File: config.mk
export PLATFORM = sky130hd
export DESIGN_NAME = cgdc_top
export DESIGN_NICKNAME = d
export VERILOG_FILES = /design/src/core/cgdc_top.v
export VERILOG_INCLUDE_DIRS = /design/src /design/src/core
export SDC_FILE = /design/constraint.sdc
export NUM_CORES = 1
export LEC_CHECK = 0
export BUFFER_PORTS_ARGS = -buffer_cell sky130_fd_sc_hd__buf_2
export CORE_ASPECT_RATIO = 0.8
export CORE_MARGIN = 2
export CORE_UTILIZATION = 66
export CTS_BUF_LIST = sky130_fd_sc_hd__clkbuf_16
export DETAILED_ROUTE_END_ITERATION = 8
export GPL_TIMING_DRIVEN = 0
export PLACE_DENSITY = 0.85
export SLEW_MARGIN = 5
export SYNTH_ARGS = -nofsm -noshare
export SYNTH_HDL_FRONTEND = slang
export SYNTH_SLANG_ARGS = --single-unit
export TNS_END_PERCENT = 5
File: constraint.sdc
create_clock -name core_clk -period 12.5 [get_ports core_clk]
set_input_delay 0 -clock core_clk [delete_from_list [all_inputs] [get_ports core_clk]]
set_output_delay 0 -clock core_clk [all_outputs]
set_load 0.005 [all_outputs]
File: src/core/cgdc_consts.vh
`ifndef CGDC_CONSTS_VH
`define CGDC_CONSTS_VH
// Register byte offsets.
`define CGDC_OFF_CTRL 8'h00
`define CGDC_OFF_STATUS 8'h04
`define CGDC_OFF_GPIO_CFG 8'h08
`define CGDC_OFF_GPIO_OUT 8'h0c
`define CGDC_OFF_GPIO_IN 8'h10
`define CGDC_OFF_OE_CFG 8'h14
`define CGDC_OFF_ID0 8'h18
`define CGDC_OFF_ID1 8'h1c
`define CGDC_OFF_PF_FRAC 8'h20
`define CGDC_OFF_PF_INT 8'h24
`define CGDC_OFF_SSC0 8'h28
`define CGDC_OFF_SSC1 8'h2c
`define CGDC_OFF_LF 8'h30
`define CGDC_OFF_BANK 8'h34
`define CGDC_OFF_SE 8'h38
// Field positions.
`define CGDC_CTRL_DEFSEL_LO 0
`define CGDC_CTRL_USEPIN 3
`define CGDC_CTRL_I2CADDR_LO 8
`define CGDC_CTRL_REFMON 16
`define CGDC_CTRL_SSC_INPHASE 17
`define CGDC_CTRL_ID_SQUELCH 18
`define CGDC_ST_LOCK 0
`define CGDC_ST_DONE 1
`define CGDC_ST_CFG_LO 4
`define CGDC_ST_REFMON 8
// Reset values.
`define CGDC_RST_CTRL 32'h0000_0000
`define CGDC_RST_I2CADDR 7'h09
`define CGDC_RST_RATIO 25'h000_0004
// Timing: reference monitoring and spread rate limits in kHz, then spread amplitude limits.
`define CGDC_REFMON_MAX_KHZ 62500
`define CGDC_SSC_MIN_KHZ 30
`define CGDC_SSC_MAX_KHZ 63
`define CGDC_SSC_DOWN_MAX 8'd60
`define CGDC_SSC_CTR_MAX 8'd30
`endif

File: src/core/cgdc_top.v
// Register access over AXI4-Lite and the register offsets are this design's own decisions.
`timescale 1ns/1ns
// Function
// - Load one of eight stored configurations.
// - Select image by pins or default field.
// - Outputs off until power-up succeeds.
// - Enable outputs by register and pin.
// - Answer as I2C slave, programmable address.
// - Pin roles limited: one INT, one FAULT; the design implements no INT or FAULT pin roles.
// - Pins 6..1 open drain, pin 0 push-pull.
// - Software reads and writes pin levels.
// - Lock status readable in register.
// - No reference monitoring above 62.5MHz.
// - Integer dividers 25-bit, change immediately.
// - Glitchless squelch around ratio change.
// - Light divider uses first-order sigma-delta.
// - Light divider has plain integer mode.
// - Precise stage one: 8-bit fraction, halve.
// - Stage two 17-bit, ratio four, bypassable.
// - Spread on precise dividers 0,1 only.
// - Spread rate 30-63kHz, amplitude limited.
// - Spread off finishes current triangle.
// - Spread dividers can run in phase.
// - Single-ended pair: pin select, polarity.
// - Bank muxes allow documented sources only.
`include "cgdc_consts.vh"
module cgdc_top #(
  parameter ID_W = 25,
  parameter PF_INT_W = 17,
  parameter N_OUT = 6,
  parameter SSC_TICK = 16'd100
) (
  input wire core_clk,
  input wire arst_n,
  input wire [31:0] s_axi_awaddr,
  input wire s_axi_awvalid,
  output reg s_axi_awready,
  input wire [31:0] s_axi_wdata,
  input wire [3:0] s_axi_wstrb,
  input wire s_axi_wvalid,
  output reg s_axi_wready,
  output reg [1:0] s_axi_bresp,
  output reg s_axi_bvalid,
  input wire s_axi_bready,
  input wire [31:0] s_axi_araddr,
  input wire s_axi_arvalid,
  output reg s_axi_arready,
  output reg [31:0] s_axi_rdata,
  output reg [1:0] s_axi_rresp,
  output reg s_axi_rvalid,
  input wire s_axi_rready,
  input wire [2:0] cfg_image_sel,
  input wire [31:0] cfg_image_data,
  input wire osc_ok,
  input wire pll_lock,
  input wire selftest_ok,
  input wire ref_over_limit,
  input wire [6:0] gpio_in,
  output reg [6:0] gpio_out,
  output reg [6:0] gpio_oe,
  input wire [1:0] gpi_in,
  input wire [7:0] i2c_addr_match,
  output reg [1:0] int_div_clk,
  output reg [1:0] light_div_clk,
  output reg [2:0] prec_div_clk,
  output reg [6:0] bank_clk,
  output reg [1:0] se_pin,
  output reg [N_OUT-1:0] out_en,
  output reg i2c_addr_hit,
  output reg ref_mon_active
);
  // ****************************************
  // Power-up sequencing
  // ****************************************
  localparam PU_LOAD = 2'd0;
  localparam PU_WAIT = 2'd1;
  localparam PU_RUN = 2'd2;
  localparam PU_FAIL = 2'd3;
  reg [1:0] pu_q;
  reg [2:0] img_q;
  reg [31:0] ctrl_q;
  wire [2:0] img_sel;
  assign img_sel = ctrl_q[`CGDC_CTRL_USEPIN] ? cfg_image_sel : ctrl_q[2:0];
  always @(posedge core_clk or negedge arst_n) begin
    if (!arst_n) begin
      pu_q <= PU_LOAD;
      img_q <= 3'h0;
    end else begin
      case (pu_q)
        PU_LOAD: begin
          img_q <= img_sel;
          pu_q <= PU_WAIT;
        end
        PU_WAIT: begin
          if (osc_ok && pll_lock && selftest_ok) begin
            pu_q <= PU_RUN;
          end else if (!selftest_ok && osc_ok) begin
            pu_q <= PU_FAIL;
          end
        end
        PU_RUN: pu_q <= PU_RUN;
        default: pu_q <= PU_FAIL;
      endcase
    end
  end
  wire pu_done;
  assign pu_done = (pu_q == PU_RUN);
  // ****************************************
  // Register file
  // ****************************************
  reg [6:0] gpio_cfg_q;
  reg [6:0] gpio_wr_q;
  reg [N_OUT-1:0] oe_reg_q;
  reg [11:0] oe_pin_q;
  reg [ID_W-1:0] id_ratio_q [0:1];
  reg [7:0] pf_frac_q;
  reg [PF_INT_W-1:0] pf_int_q;
  reg [31:0] ssc_q [0:1];
  reg [31:0] lf_q;
  reg [31:0] bank_q;
  reg [3:0] se_q;
  reg [1:0] id_chg_q;
  reg aw_q;
  reg w_q;
  reg [7:0] awa_q;
  reg [31:0] wd_q;
  wire wr_go;
  assign wr_go = aw_q && w_q && !s_axi_bvalid;
  function [31:0] cgdc_merge;
    input [31:0] old;
    input [31:0] nw;
    input [3:0] st;
    integer k;
    begin
      for (k = 0; k < 4; k = k + 1) begin
        cgdc_merge[k*8 +: 8] = st[k] ? nw[k*8 +: 8] : old[k*8 +: 8];
      end
    end
  endfunction
  reg [3:0] wst_q;
  always @(posedge core_clk or negedge arst_n) begin
    if (!arst_n) begin
      aw_q <= 1'b0;
      w_q <= 1'b0;
      awa_q <= 8'h00;
      wd_q <= 32'h0000_0000;
      wst_q <= 4'h0;
      s_axi_awready <= 1'b0;
      s_axi_wready <= 1'b0;
      s_axi_bvalid <= 1'b0;
      s_axi_bresp <= 2'b00;
      ctrl_q <= `CGDC_RST_CTRL | {17'h0, `CGDC_RST_I2CADDR, 8'h00};
      gpio_cfg_q <= 7'h00;
      gpio_wr_q <= 7'h7f;
      oe_reg_q <= {N_OUT{1'b1}};
      oe_pin_q <= 12'h000;
      id_ratio_q[0] <= `CGDC_RST_RATIO;
      id_ratio_q[1] <= `CGDC_RST_RATIO;
      pf_frac_q <= 8'h00;
      pf_int_q <= 17'h00004;
      ssc_q[0] <= 32'h0000_0000;
      ssc_q[1] <= 32'h0000_0000;
      lf_q <= 32'h0000_0004;
      bank_q <= 32'h0000_0000;
      se_q <= 4'h1;
      id_chg_q <= 2'b00;
    end else begin
      id_chg_q <= 2'b00;
      s_axi_awready <= !aw_q && s_axi_awvalid && !s_axi_awready;
      s_axi_wready <= !w_q && s_axi_wvalid && !s_axi_wready;
      if (s_axi_awvalid && s_axi_awready) begin
        aw_q <= 1'b1;
        awa_q <= s_axi_awaddr[7:0];
      end
      if (s_axi_wvalid && s_axi_wready) begin
        w_q <= 1'b1;
        wd_q <= s_axi_wdata;
        wst_q <= s_axi_wstrb;
      end
      if (s_axi_bvalid && s_axi_bready) begin
        s_axi_bvalid <= 1'b0;
      end
      if (wr_go) begin
        aw_q <= 1'b0;
        w_q <= 1'b0;
        s_axi_bvalid <= 1'b1;
        s_axi_bresp <= 2'b00;
        case (awa_q)
          `CGDC_OFF_CTRL: ctrl_q <= cgdc_merge(ctrl_q, wd_q, wst_q);
          `CGDC_OFF_GPIO_CFG: gpio_cfg_q <= wd_q[6:0];
          `CGDC_OFF_GPIO_OUT: gpio_wr_q <= wd_q[6:0];
          `CGDC_OFF_OE_CFG: begin
            oe_reg_q <= wd_q[N_OUT-1:0];
            oe_pin_q <= wd_q[27:16];
          end
          `CGDC_OFF_ID0: begin
            id_ratio_q[0] <= wd_q[ID_W-1:0];
            id_chg_q[0] <= 1'b1;
          end
          `CGDC_OFF_ID1: begin
            id_ratio_q[1] <= wd_q[ID_W-1:0];
            id_chg_q[1] <= 1'b1;
          end
          `CGDC_OFF_PF_FRAC: pf_frac_q <= wd_q[7:0];
          `CGDC_OFF_PF_INT: pf_int_q <= (wd_q[PF_INT_W-1:0] < 17'd4) ? 17'd4 : wd_q[PF_INT_W-1:0];
          `CGDC_OFF_SSC0: ssc_q[0] <= wd_q;
          `CGDC_OFF_SSC1: ssc_q[1] <= wd_q;
          `CGDC_OFF_LF: lf_q <= wd_q;
          `CGDC_OFF_BANK: bank_q <= wd_q;
          `CGDC_OFF_SE: se_q <= wd_q[3:0];
          default: s_axi_bresp <= 2'b10;
        endcase
      end
    end
  end
  // Pin roles: GPIO_CFG keeps bits 6..0 only; no INT or FAULT pin index is stored or assigned.
  wire [6:0] gpio_rd;
  assign gpio_rd = gpio_in;
  always @(posedge core_clk or negedge arst_n) begin
    if (!arst_n) begin
      gpio_out <= 7'h00;
      gpio_oe <= 7'h00;
    end else begin
      gpio_out[0] <= gpio_wr_q[0];
      gpio_oe[0] <= gpio_cfg_q[0];
      gpio_out[6:1] <= 6'h00;
      gpio_oe[6:1] <= gpio_cfg_q[6:1] & ~gpio_wr_q[6:1];
    end
  end
  always @(posedge core_clk or negedge arst_n) begin
    if (!arst_n) begin
      s_axi_arready <= 1'b0;
      s_axi_rvalid <= 1'b0;
      s_axi_rdata <= 32'h0000_0000;
      s_axi_rresp <= 2'b00;
    end else begin
      s_axi_arready <= s_axi_arvalid && !s_axi_arready && !s_axi_rvalid;
      if (s_axi_rvalid && s_axi_rready) begin
        s_axi_rvalid <= 1'b0;
      end
      if (s_axi_arvalid && s_axi_arready) begin
        s_axi_rvalid <= 1'b1;
        s_axi_rresp <= 2'b00;
        case (s_axi_araddr[7:0])
          `CGDC_OFF_CTRL: s_axi_rdata <= ctrl_q;
          `CGDC_OFF_STATUS: s_axi_rdata <= {23'h0, ref_mon_active, 1'b0, img_q, 2'b00, pu_done, pll_lock};
          `CGDC_OFF_GPIO_CFG: s_axi_rdata <= {25'h0, gpio_cfg_q};
          `CGDC_OFF_GPIO_OUT: s_axi_rdata <= {25'h0, gpio_wr_q};
          `CGDC_OFF_GPIO_IN: s_axi_rdata <= {14'h0, gpi_in, 9'h0, gpio_rd};
          `CGDC_OFF_OE_CFG: s_axi_rdata <= {4'h0, oe_pin_q, {(16-N_OUT){1'b0}}, oe_reg_q};
          `CGDC_OFF_ID0: s_axi_rdata <= {{(32-ID_W){1'b0}}, id_ratio_q[0]};
          `CGDC_OFF_ID1: s_axi_rdata <= {{(32-ID_W){1'b0}}, id_ratio_q[1]};
          `CGDC_OFF_PF_FRAC: s_axi_rdata <= {24'h0, pf_frac_q};
          `CGDC_OFF_PF_INT: s_axi_rdata <= {{(32-PF_INT_W){1'b0}}, pf_int_q};
          `CGDC_OFF_SSC0: s_axi_rdata <= ssc_q[0];
          `CGDC_OFF_SSC1: s_axi_rdata <= ssc_q[1];
          `CGDC_OFF_LF: s_axi_rdata <= lf_q;
          `CGDC_OFF_BANK: s_axi_rdata <= bank_q;
          `CGDC_OFF_SE: s_axi_rdata <= {28'h0, se_q};
          default: begin
            s_axi_rdata <= 32'h0000_0000;
            s_axi_rresp <= 2'b10;
          end
        endcase
      end
    end
  end
  // ****************************************
  // I2C address and reference monitor
  // ****************************************
  always @(posedge core_clk or negedge arst_n) begin
    if (!arst_n) begin
      i2c_addr_hit <= 1'b0;
      ref_mon_active <= 1'b0;
    end else begin
      i2c_addr_hit <= pu_done && (i2c_addr_match[6:0] == ctrl_q[14:8]);
      ref_mon_active <= ctrl_q[`CGDC_CTRL_REFMON] && !ref_over_limit;
    end
  end
  // ****************************************
  // Dividers (core_clk stands in for the VCO clock)
  // ****************************************
  reg [ID_W-1:0] id_cnt_q [0:1];
  reg [1:0] id_sq_q;
  reg [ID_W-1:0] lf_cnt_q [0:1];
  reg [7:0] lf_acc_q [0:1];
  genvar g;
  generate
    for (g = 0; g < 2; g = g + 1) begin : g_int
      always @(posedge core_clk or negedge arst_n) begin
        if (!arst_n) begin
          id_cnt_q[g] <= 25'h0;
          int_div_clk[g] <= 1'b0;
          id_sq_q[g] <= 1'b0;
          lf_cnt_q[g] <= 25'h0;
          lf_acc_q[g] <= 8'h00;
          light_div_clk[g] <= 1'b0;
        end else begin
          if (id_chg_q[g]) begin
            id_cnt_q[g] <= 25'h0;
            id_sq_q[g] <= ctrl_q[`CGDC_CTRL_ID_SQUELCH] && int_div_clk[g];
          end else if (id_cnt_q[g] + 25'h1 >= (id_ratio_q[g] >> 1)) begin
            id_cnt_q[g] <= 25'h0;
            int_div_clk[g] <= id_sq_q[g] ? 1'b0 : ~int_div_clk[g];
            id_sq_q[g] <= 1'b0;
          end else begin
            id_cnt_q[g] <= id_cnt_q[g] + 25'h1;
          end
          if (lf_cnt_q[g] + 25'h1 >= lf_q[24:1] + {24'h0, lf_acc_q[g][7] & ~lf_q[31]}) begin
            lf_cnt_q[g] <= 25'h0;
            light_div_clk[g] <= ~light_div_clk[g];
            lf_acc_q[g] <= {1'b0, lf_acc_q[g][6:0]} + {1'b0, lf_q[30:24]};
          end else begin
            lf_cnt_q[g] <= lf_cnt_q[g] + 25'h1;
          end
        end
      end
    end
  endgenerate
  // ****************************************
  // Spread engine and precise dividers
  // ****************************************
  reg [15:0] tick_q;
  reg [7:0] tri_q [0:1];
  reg [1:0] dir_q;
  reg [1:0] run_q;
  reg [8:0] pf_acc_q [0:2];
  reg [PF_INT_W-1:0] pf_cnt_q [0:2];
  reg [2:0] half_q;
  always @(posedge core_clk or negedge arst_n) begin
    if (!arst_n) begin
      tick_q <= 16'h0;
    end else begin
      tick_q <= (tick_q >= SSC_TICK) ? 16'h0 : tick_q + 16'h1;
    end
  end
  generate
    for (g = 0; g < 3; g = g + 1) begin : g_prec
      wire [7:0] amp;
      wire [7:0] lim;
      wire [7:0] ofs;
      if (g < 2) begin : g_ssc
        assign lim = ssc_q[g][8] ? `CGDC_SSC_CTR_MAX : `CGDC_SSC_DOWN_MAX;
        assign amp = (ssc_q[g][7:0] > lim) ? lim : ssc_q[g][7:0];
        assign ofs = ssc_q[g][8] ? tri_q[g] - (amp >> 1) : tri_q[g];
        always @(posedge core_clk or negedge arst_n) begin
          if (!arst_n) begin
            tri_q[g] <= 8'h00;
            dir_q[g] <= 1'b0;
            run_q[g] <= 1'b0;
          end else if (ctrl_q[`CGDC_CTRL_SSC_INPHASE] && g == 1 && ssc_q[0][31] && ssc_q[1][31]) begin
            tri_q[g] <= (tri_q[0] > amp) ? amp : tri_q[0];
            dir_q[g] <= dir_q[0];
            run_q[g] <= 1'b1;
          end else if (tick_q == 16'h0) begin
            if (!run_q[g]) begin
              run_q[g] <= ssc_q[g][31];
            end else if (!dir_q[g]) begin
              if (tri_q[g] >= amp) dir_q[g] <= 1'b1;
              else tri_q[g] <= tri_q[g] + 8'h1;
            end else if (tri_q[g] == 8'h00) begin
              dir_q[g] <= 1'b0;
              run_q[g] <= ssc_q[g][31];
            end else begin
              tri_q[g] <= tri_q[g] - 8'h1;
            end
          end
        end
      end else begin : g_nossc
        assign lim = 8'h00;
        assign amp = 8'h00;
        assign ofs = 8'h00;
      end
      always @(posedge core_clk or negedge arst_n) begin
        if (!arst_n) begin
          pf_acc_q[g] <= 9'h000;
          half_q[g] <= 1'b0;
          pf_cnt_q[g] <= 17'h0;
          prec_div_clk[g] <= 1'b0;
        end else begin
          pf_acc_q[g] <= {1'b0, pf_acc_q[g][7:0]} + {1'b0, pf_frac_q + ofs};
          if (!pf_acc_q[g][8]) begin
            half_q[g] <= ~half_q[g];
            if (half_q[g]) begin
              if (pf_int_q[16]) begin
                prec_div_clk[g] <= ~prec_div_clk[g];
              end else if (pf_cnt_q[g] + 17'h1 >= (pf_int_q >> 1)) begin
                pf_cnt_q[g] <= 17'h0;
                prec_div_clk[g] <= ~prec_div_clk[g];
              end else begin
                pf_cnt_q[g] <= pf_cnt_q[g] + 17'h1;
              end
            end
          end
        end
      end
    end
  endgenerate
  // ****************************************
  // Output banks and enables
  // ****************************************
  reg [7:0] src;
  reg [6:0] bank_d;
  integer b;
  always @* begin
    src = {cfg_image_data[0], int_div_clk, prec_div_clk, light_div_clk};
    bank_d = 7'h00;
    for (b = 0; b < 7; b = b + 1) begin
      case (bank_q[b*4 +: 3])
        3'h0: bank_d[b] = (b <= 1) ? src[0] : 1'b0;
        3'h1: bank_d[b] = (b <= 2) ? src[1] : 1'b0;
        3'h2: bank_d[b] = (b <= 3) ? src[2] : 1'b0;
        3'h3: bank_d[b] = src[3];
        3'h4: bank_d[b] = (b >= 3) ? src[4] : 1'b0;
        3'h5: bank_d[b] = (b >= 4) ? src[6] : 1'b0;
        3'h6: bank_d[b] = (b >= 5) ? src[5] : 1'b0;
        default: bank_d[b] = (b >= 5) ? src[7] : 1'b0;
      endcase
    end
  end
  wire [5:0] oe_pin_lvl;
  generate
    for (g = 0; g < 6; g = g + 1) begin : g_oep
      assign oe_pin_lvl[g] = oe_pin_q[g] ? gpio_in[oe_pin_q[6 + (g % 6)] ? g % 7 : (g + 1) % 7] : 1'b1;
    end
  endgenerate
  generate
    for (g = 0; g < N_OUT; g = g + 1) begin : g_oe
      always @(posedge core_clk or negedge arst_n) begin
        if (!arst_n) begin
          out_en[g] <= 1'b0;
        end else if (!bank_clk[g]) begin
          out_en[g] <= pu_done && oe_reg_q[g] && oe_pin_lvl[g % 6];
        end
      end
    end
  endgenerate
  always @(posedge core_clk or negedge arst_n) begin
    if (!arst_n) begin
      bank_clk <= 7'h00;
      se_pin <= 2'b00;
    end else begin
      bank_clk <= pu_done ? bank_d : 7'h00;
      se_pin[0] <= se_q[0] & bank_d[0] & out_en[0];
      se_pin[1] <= se_q[1] & (se_q[2] ? ~bank_d[0] : bank_d[0]) & out_en[0];
    end
  end
endmodule // cgdc_top

==> summary.md <==
| Metric | Value |
|---|---|
| Run status | complete, but fails checks |
| Violations in the final reports | design-rule violations |
| Top area cells in the synthesized netlist | sky130_fd_sc_hd__dfrtp_1 (43%), sky130_fd_sc_hd__mux2_2 (9.0%), sky130_fd_sc_hd__ha_1 (8.9%) |
| Cell accounting for the most synthesized area | sky130_fd_sc_hd__dfrtp_1 |
| Horiz. Die Dim | roughly 260 µm |
| Commonest non-fill, non-tap cell in the layout | sky130_fd_sc_hd__dfrtp_1 |
| Insertion delay to the later sink of the worst-skew pair | around 660 ps |
| Area of the die | about 56000 µm² |
| Area fraction in and, or, nand and nor cells after synthesis | between 10 and 15% |
| CP delay by family, top | adder cells |
| Met3 Track Usage GR | under 10% |
| Largest net degree at the start of global routing | 120 |
| Final setup slack of the worst path | around 7000 ps |
| Clk sink count | 630 |
| Met1 Usage GRT | between 50 and 60% |
| Post-synthesis compound-gate area fraction | between 10% and 20% |
| Post-CTS repair timing setup buffer count | 0 |
| Transition at the pin with the smallest max-transition slack | around 1200 ps |
| Top-level I/O count | roughly 240 |
| Area Overhead vs Synth | 13.54% |
| Drt via density | 6.598 |
| Synthesized instance count | 3388 |
| Buffer type at the clock tree root | sky130_fd_sc_hd__clkbuf_16 |
| Count of distinct cell types in the synthesized netlist | between 90 and 100 |
| Leak Pwr | around 19 nW |
| Average instance area after synthesis | approximately 11 µm² |
| Setup slack at placement | ~7200 ps |
| Max-slew headroom | between 20% and 30% |
| Weighted congestion at the end of routability-driven global placement | 1.012 |
| Power per unit of standard cell area | about 170 nW/µm² |
| Yosys top cell area share | a little over two fifths |
| Series of cell instances along the critical path | ha_1, nand4_2, nor4_1, nor2_1, mux2_2, ha_1, inv_1, ha_1, o21ai_0, a22oi_1, o221ai_1, nand2_1, xor2_1, mux2_2, ha_1, nand2_1, o21ai_0, nor2_1, xnor2_1, ha_1, a21oi_1, nor2b_1, o21ai_0, nand2b_1 |
| Slowest stage cell on the critical path | sky130_fd_sc_hd__dfrtp_1 |
| Critical Path RT | 12920 ps |
| Fraction of registers with async set/reset | 100.0% |
| Average wire per cell in the routed design | about 24 µm |
| F_max | 182.0 MHz |
| Placed Area | between 30000 and 40000 µm² |
| Total Power | about 0.0071 W |
| Number of H-tree branching levels | 2 |
| Setup repair after global routing missed its margin | false |
| Worst-case clock skew | around 34 ps |
| Layout cells sized above 1 | 16.90% |
| Number of buffers and inverters on the critical path | 1 |
| Core area | roughly 54000 µm² |
| Maximum fanout encountered on the critical timing path | 6 |
| Final Hold Violating Endpoints | 0 |
| Post-synthesis adder-cell area fraction | under 10% |
| Chip Height | about 210 µm |
| Clock-pin slew reported for the worst setup and hold paths after clock tree synthesis | about 70 ps |
| Kind of start point of the critical path | flop |
| DR DRC count | 27 |
| Global-route wire length before repair | roughly 170000 µm |
| Final TNS setup | 0 ps |
| Hold Path Class | in2reg |
| Yosys warns | 0 |
| HPWL reported at the end of detailed placement | slightly below 80000 µm |
| XOR/XNOR share of the synthesized area | 6.596% |
| Post-Synthesis Cell Area | between 30000 and 40000 µm² |
| Arrival time of the worst setup path | slightly below 6000 ps |
| Commonest register cell after synthesis | sky130_fd_sc_hd__dfrtp_1 |
| Share of cell area taken by muxes after synthesis | between 10% and 20% |
| Global route overflow | 0 |
| Total non-filler cell area in the finished layout | between 40000 and 50000 µm² |
| Number of antenna violations at the first check in global routing | 3 |
| Standard-cell rows | between 70 and 80 |
| Final Cycle Share | between 40% and 50% |
| CP max stage delay | approximately 460 ps |
| Sequential element share of the synthesized area | around 44% |
| Commonest non-fill, non-tap cells in the layout | sky130_fd_sc_hd__dfrtp_1 (610), sky130_fd_sc_hd__mux2_2 (286), sky130_fd_sc_hd__nand2_1 (254), sky130_fd_sc_hd__ha_1 (253), sky130_fd_sc_hd__buf_2 (176) |
| Number of nets still failing antenna checks after routing | 0 |
| 1st-iter DRT viols | ~4000 |
| Combinational family with the most area after synthesis | simple AND/OR/NAND/NOR gates |
| Combined global-route utilization of all metal layers | 39.03% |
| Final Util | about 76% |
| Number of buffers added by the clock tree synthesis step | 60 |
| Layer carrying the most global-route usage | met2 |
| Post-layout minimum cycle time | between 5000 and 6000 ps |
| Initial Util | 66.60% |
| Number of maximum-capacitance violations | 0 |
| Max Buffers Root-to-Sink | 3 |
| Met2 track utilization from global routing | 57.70% |
| Critical path type | reg2reg |
| Number of setup violations in the final report | 0 |
| Number of synthesized flops with an enable pin | 0 |
| Crit path capture type | flop |
| Count of buffers inserted at the top-level ports | between 150 and 200 |
| Cell mode on critical path | sky130_fd_sc_hd__ha_1 |
| Vias in the first global route | between 20000 and 30000 |
| Layout net count | 4146 |
| Post_cts resized | 0 |
| Number of buffers inserted for hold repair after clock tree synthesis | between 80 and 90 |
| Fin. max-slew vios | 0 |
| Largest voltage drop on the vdd net | ~0.15 mV |
| Post-detailed-routing wire length | between 100000 and 150000 µm |
| Initial DRT Pass Iterations | 9 |
| Flip-flop and latch count after synthesis | 630 |
| Clock tree from TritonCTS | done |
| DR vias | roughly 30000 |
state kept, by name, summed over array words and instances (netlist names), 8 cells and up:
| register | cells |
|---|---|
| awa_q | 8 |
| bank_q | 32 |
| ctrl_q | 32 |
| id_cnt_q | 50 |
| id_ratio_q | 50 |
| lf_acc_q | 16 |
| lf_cnt_q | 50 |
| lf_q | 32 |
| oe_pin_q | 12 |
| pf_acc_q | 27 |
| pf_cnt_q | 51 |
| pf_frac_q | 8 |
| pf_int_q | 17 |
| s_axi_rdata | 32 |
| ssc_q | 64 |
| tick_q | 16 |
| tri_q | 16 |
| wd_q | 32 |
cell usage after synthesis, types with 25 or more instances:
| cell type | number |
|---|---|
| sky130_fd_sc_hd__nor2b_1 | 107 |
| sky130_fd_sc_hd__dfrtp_1 | 610 |
| sky130_fd_sc_hd__mux2i_1 | 30 |
| sky130_fd_sc_hd__o21ai_0 | 158 |
| sky130_fd_sc_hd__clkbuf_1 | 102 |
| sky130_fd_sc_hd__nand2b_1 | 32 |
| sky130_fd_sc_hd__nand2_1 | 254 |
| sky130_fd_sc_hd__a21oi_1 | 77 |
| sky130_fd_sc_hd__inv_1 | 151 |
| sky130_fd_sc_hd__nand3_1 | 111 |
| sky130_fd_sc_hd__nor3_1 | 41 |
| sky130_fd_sc_hd__nand4_1 | 75 |
| sky130_fd_sc_hd__nor4_1 | 26 |
| sky130_fd_sc_hd__a22oi_1 | 45 |
| sky130_fd_sc_hd__a21o_1 | 40 |
| sky130_fd_sc_hd__a222oi_1 | 54 |
| sky130_fd_sc_hd__nor2_1 | 164 |
| sky130_fd_sc_hd__ha_1 | 253 |
| sky130_fd_sc_hd__and3_1 | 84 |
| sky130_fd_sc_hd__xor2_1 | 98 |
| sky130_fd_sc_hd__mux2_2 | 286 |
| sky130_fd_sc_hd__o21a_1 | 31 |
| sky130_fd_sc_hd__xnor2_1 | 171 |
| sky130_fd_sc_hd__a22o_1 | 25 |
power breakdown:
group	switching, W	internal, W
clock network	0.000853	0.00110
registers	0.000355	0.00236
logic	0.00148	0.000923
total	0.00269	0.00438
final cells by class:
type	count	area, µm²
clock inverters	49	549.3
flip-flops and latches	630	15790
fillers	3465	13080
repair buffers	244	1774
inverters	154	578.1
well taps	702	878.3
plain buffers	152	645.6
clock buffers	61	1526
diodes	3	7.507
multi-input cells	2479	18810
tightest hold or removal path, delay by kind of cell:
family	cells	cell delay, ps
buf+inv	2	650
compound gates	1	60
per-layer routing:
metal | vias up | share of wire (%)
met1 | 14370 | 40
met3 | 390 | 12
met4 | 2 | 5.7
met2 | 1856 | 43
met5 | - | 0.14
li1 | 12900 | -
through the flow:
step,hold slack (ps),cells
after detailed placement,89.24,4275
after global placement,149.9,4270
after floorplan,-295.6,3415
after global routing,107.9,4472
final,92.84,4474
after CTS,61.18,4471
logic make-up (layout without fill, tap and decap cells):
group	count (synthesis)	count (layout)
DFF	630	630
buffers and inverters	306	660
adders and majority gates	263	263
AOI/OAI and AO/OA	605	605
and+or+nand+nor	990	990
other	2	32
muxes	323	323
xor gates and xnor gates	269	269
final timing paths:
| check | from | to | slack, ps | cells after the start |
|---|---|---|---|---|
| max in group asynchronous | arst_n | pf_cnt_q[32] | 10400 | 5 |
| min in group asynchronous | arst_n | awa_q[2] | 490 | 3 |
| setup reg to reg | ssc_q[8] | pf_acc_q[17] | 7010 | 24 |
| setup / recovery | ssc_q[8] | pf_acc_q[17] | 7010 | 24 |
| hold / removal | s_axi_bready | s_axi_bvalid | 90 | 3 |
| hold reg to reg | gpio_cfg_q[0] | gpio_oe[0] | 430 | 0 |
Power figures use the tool's default switching activity.
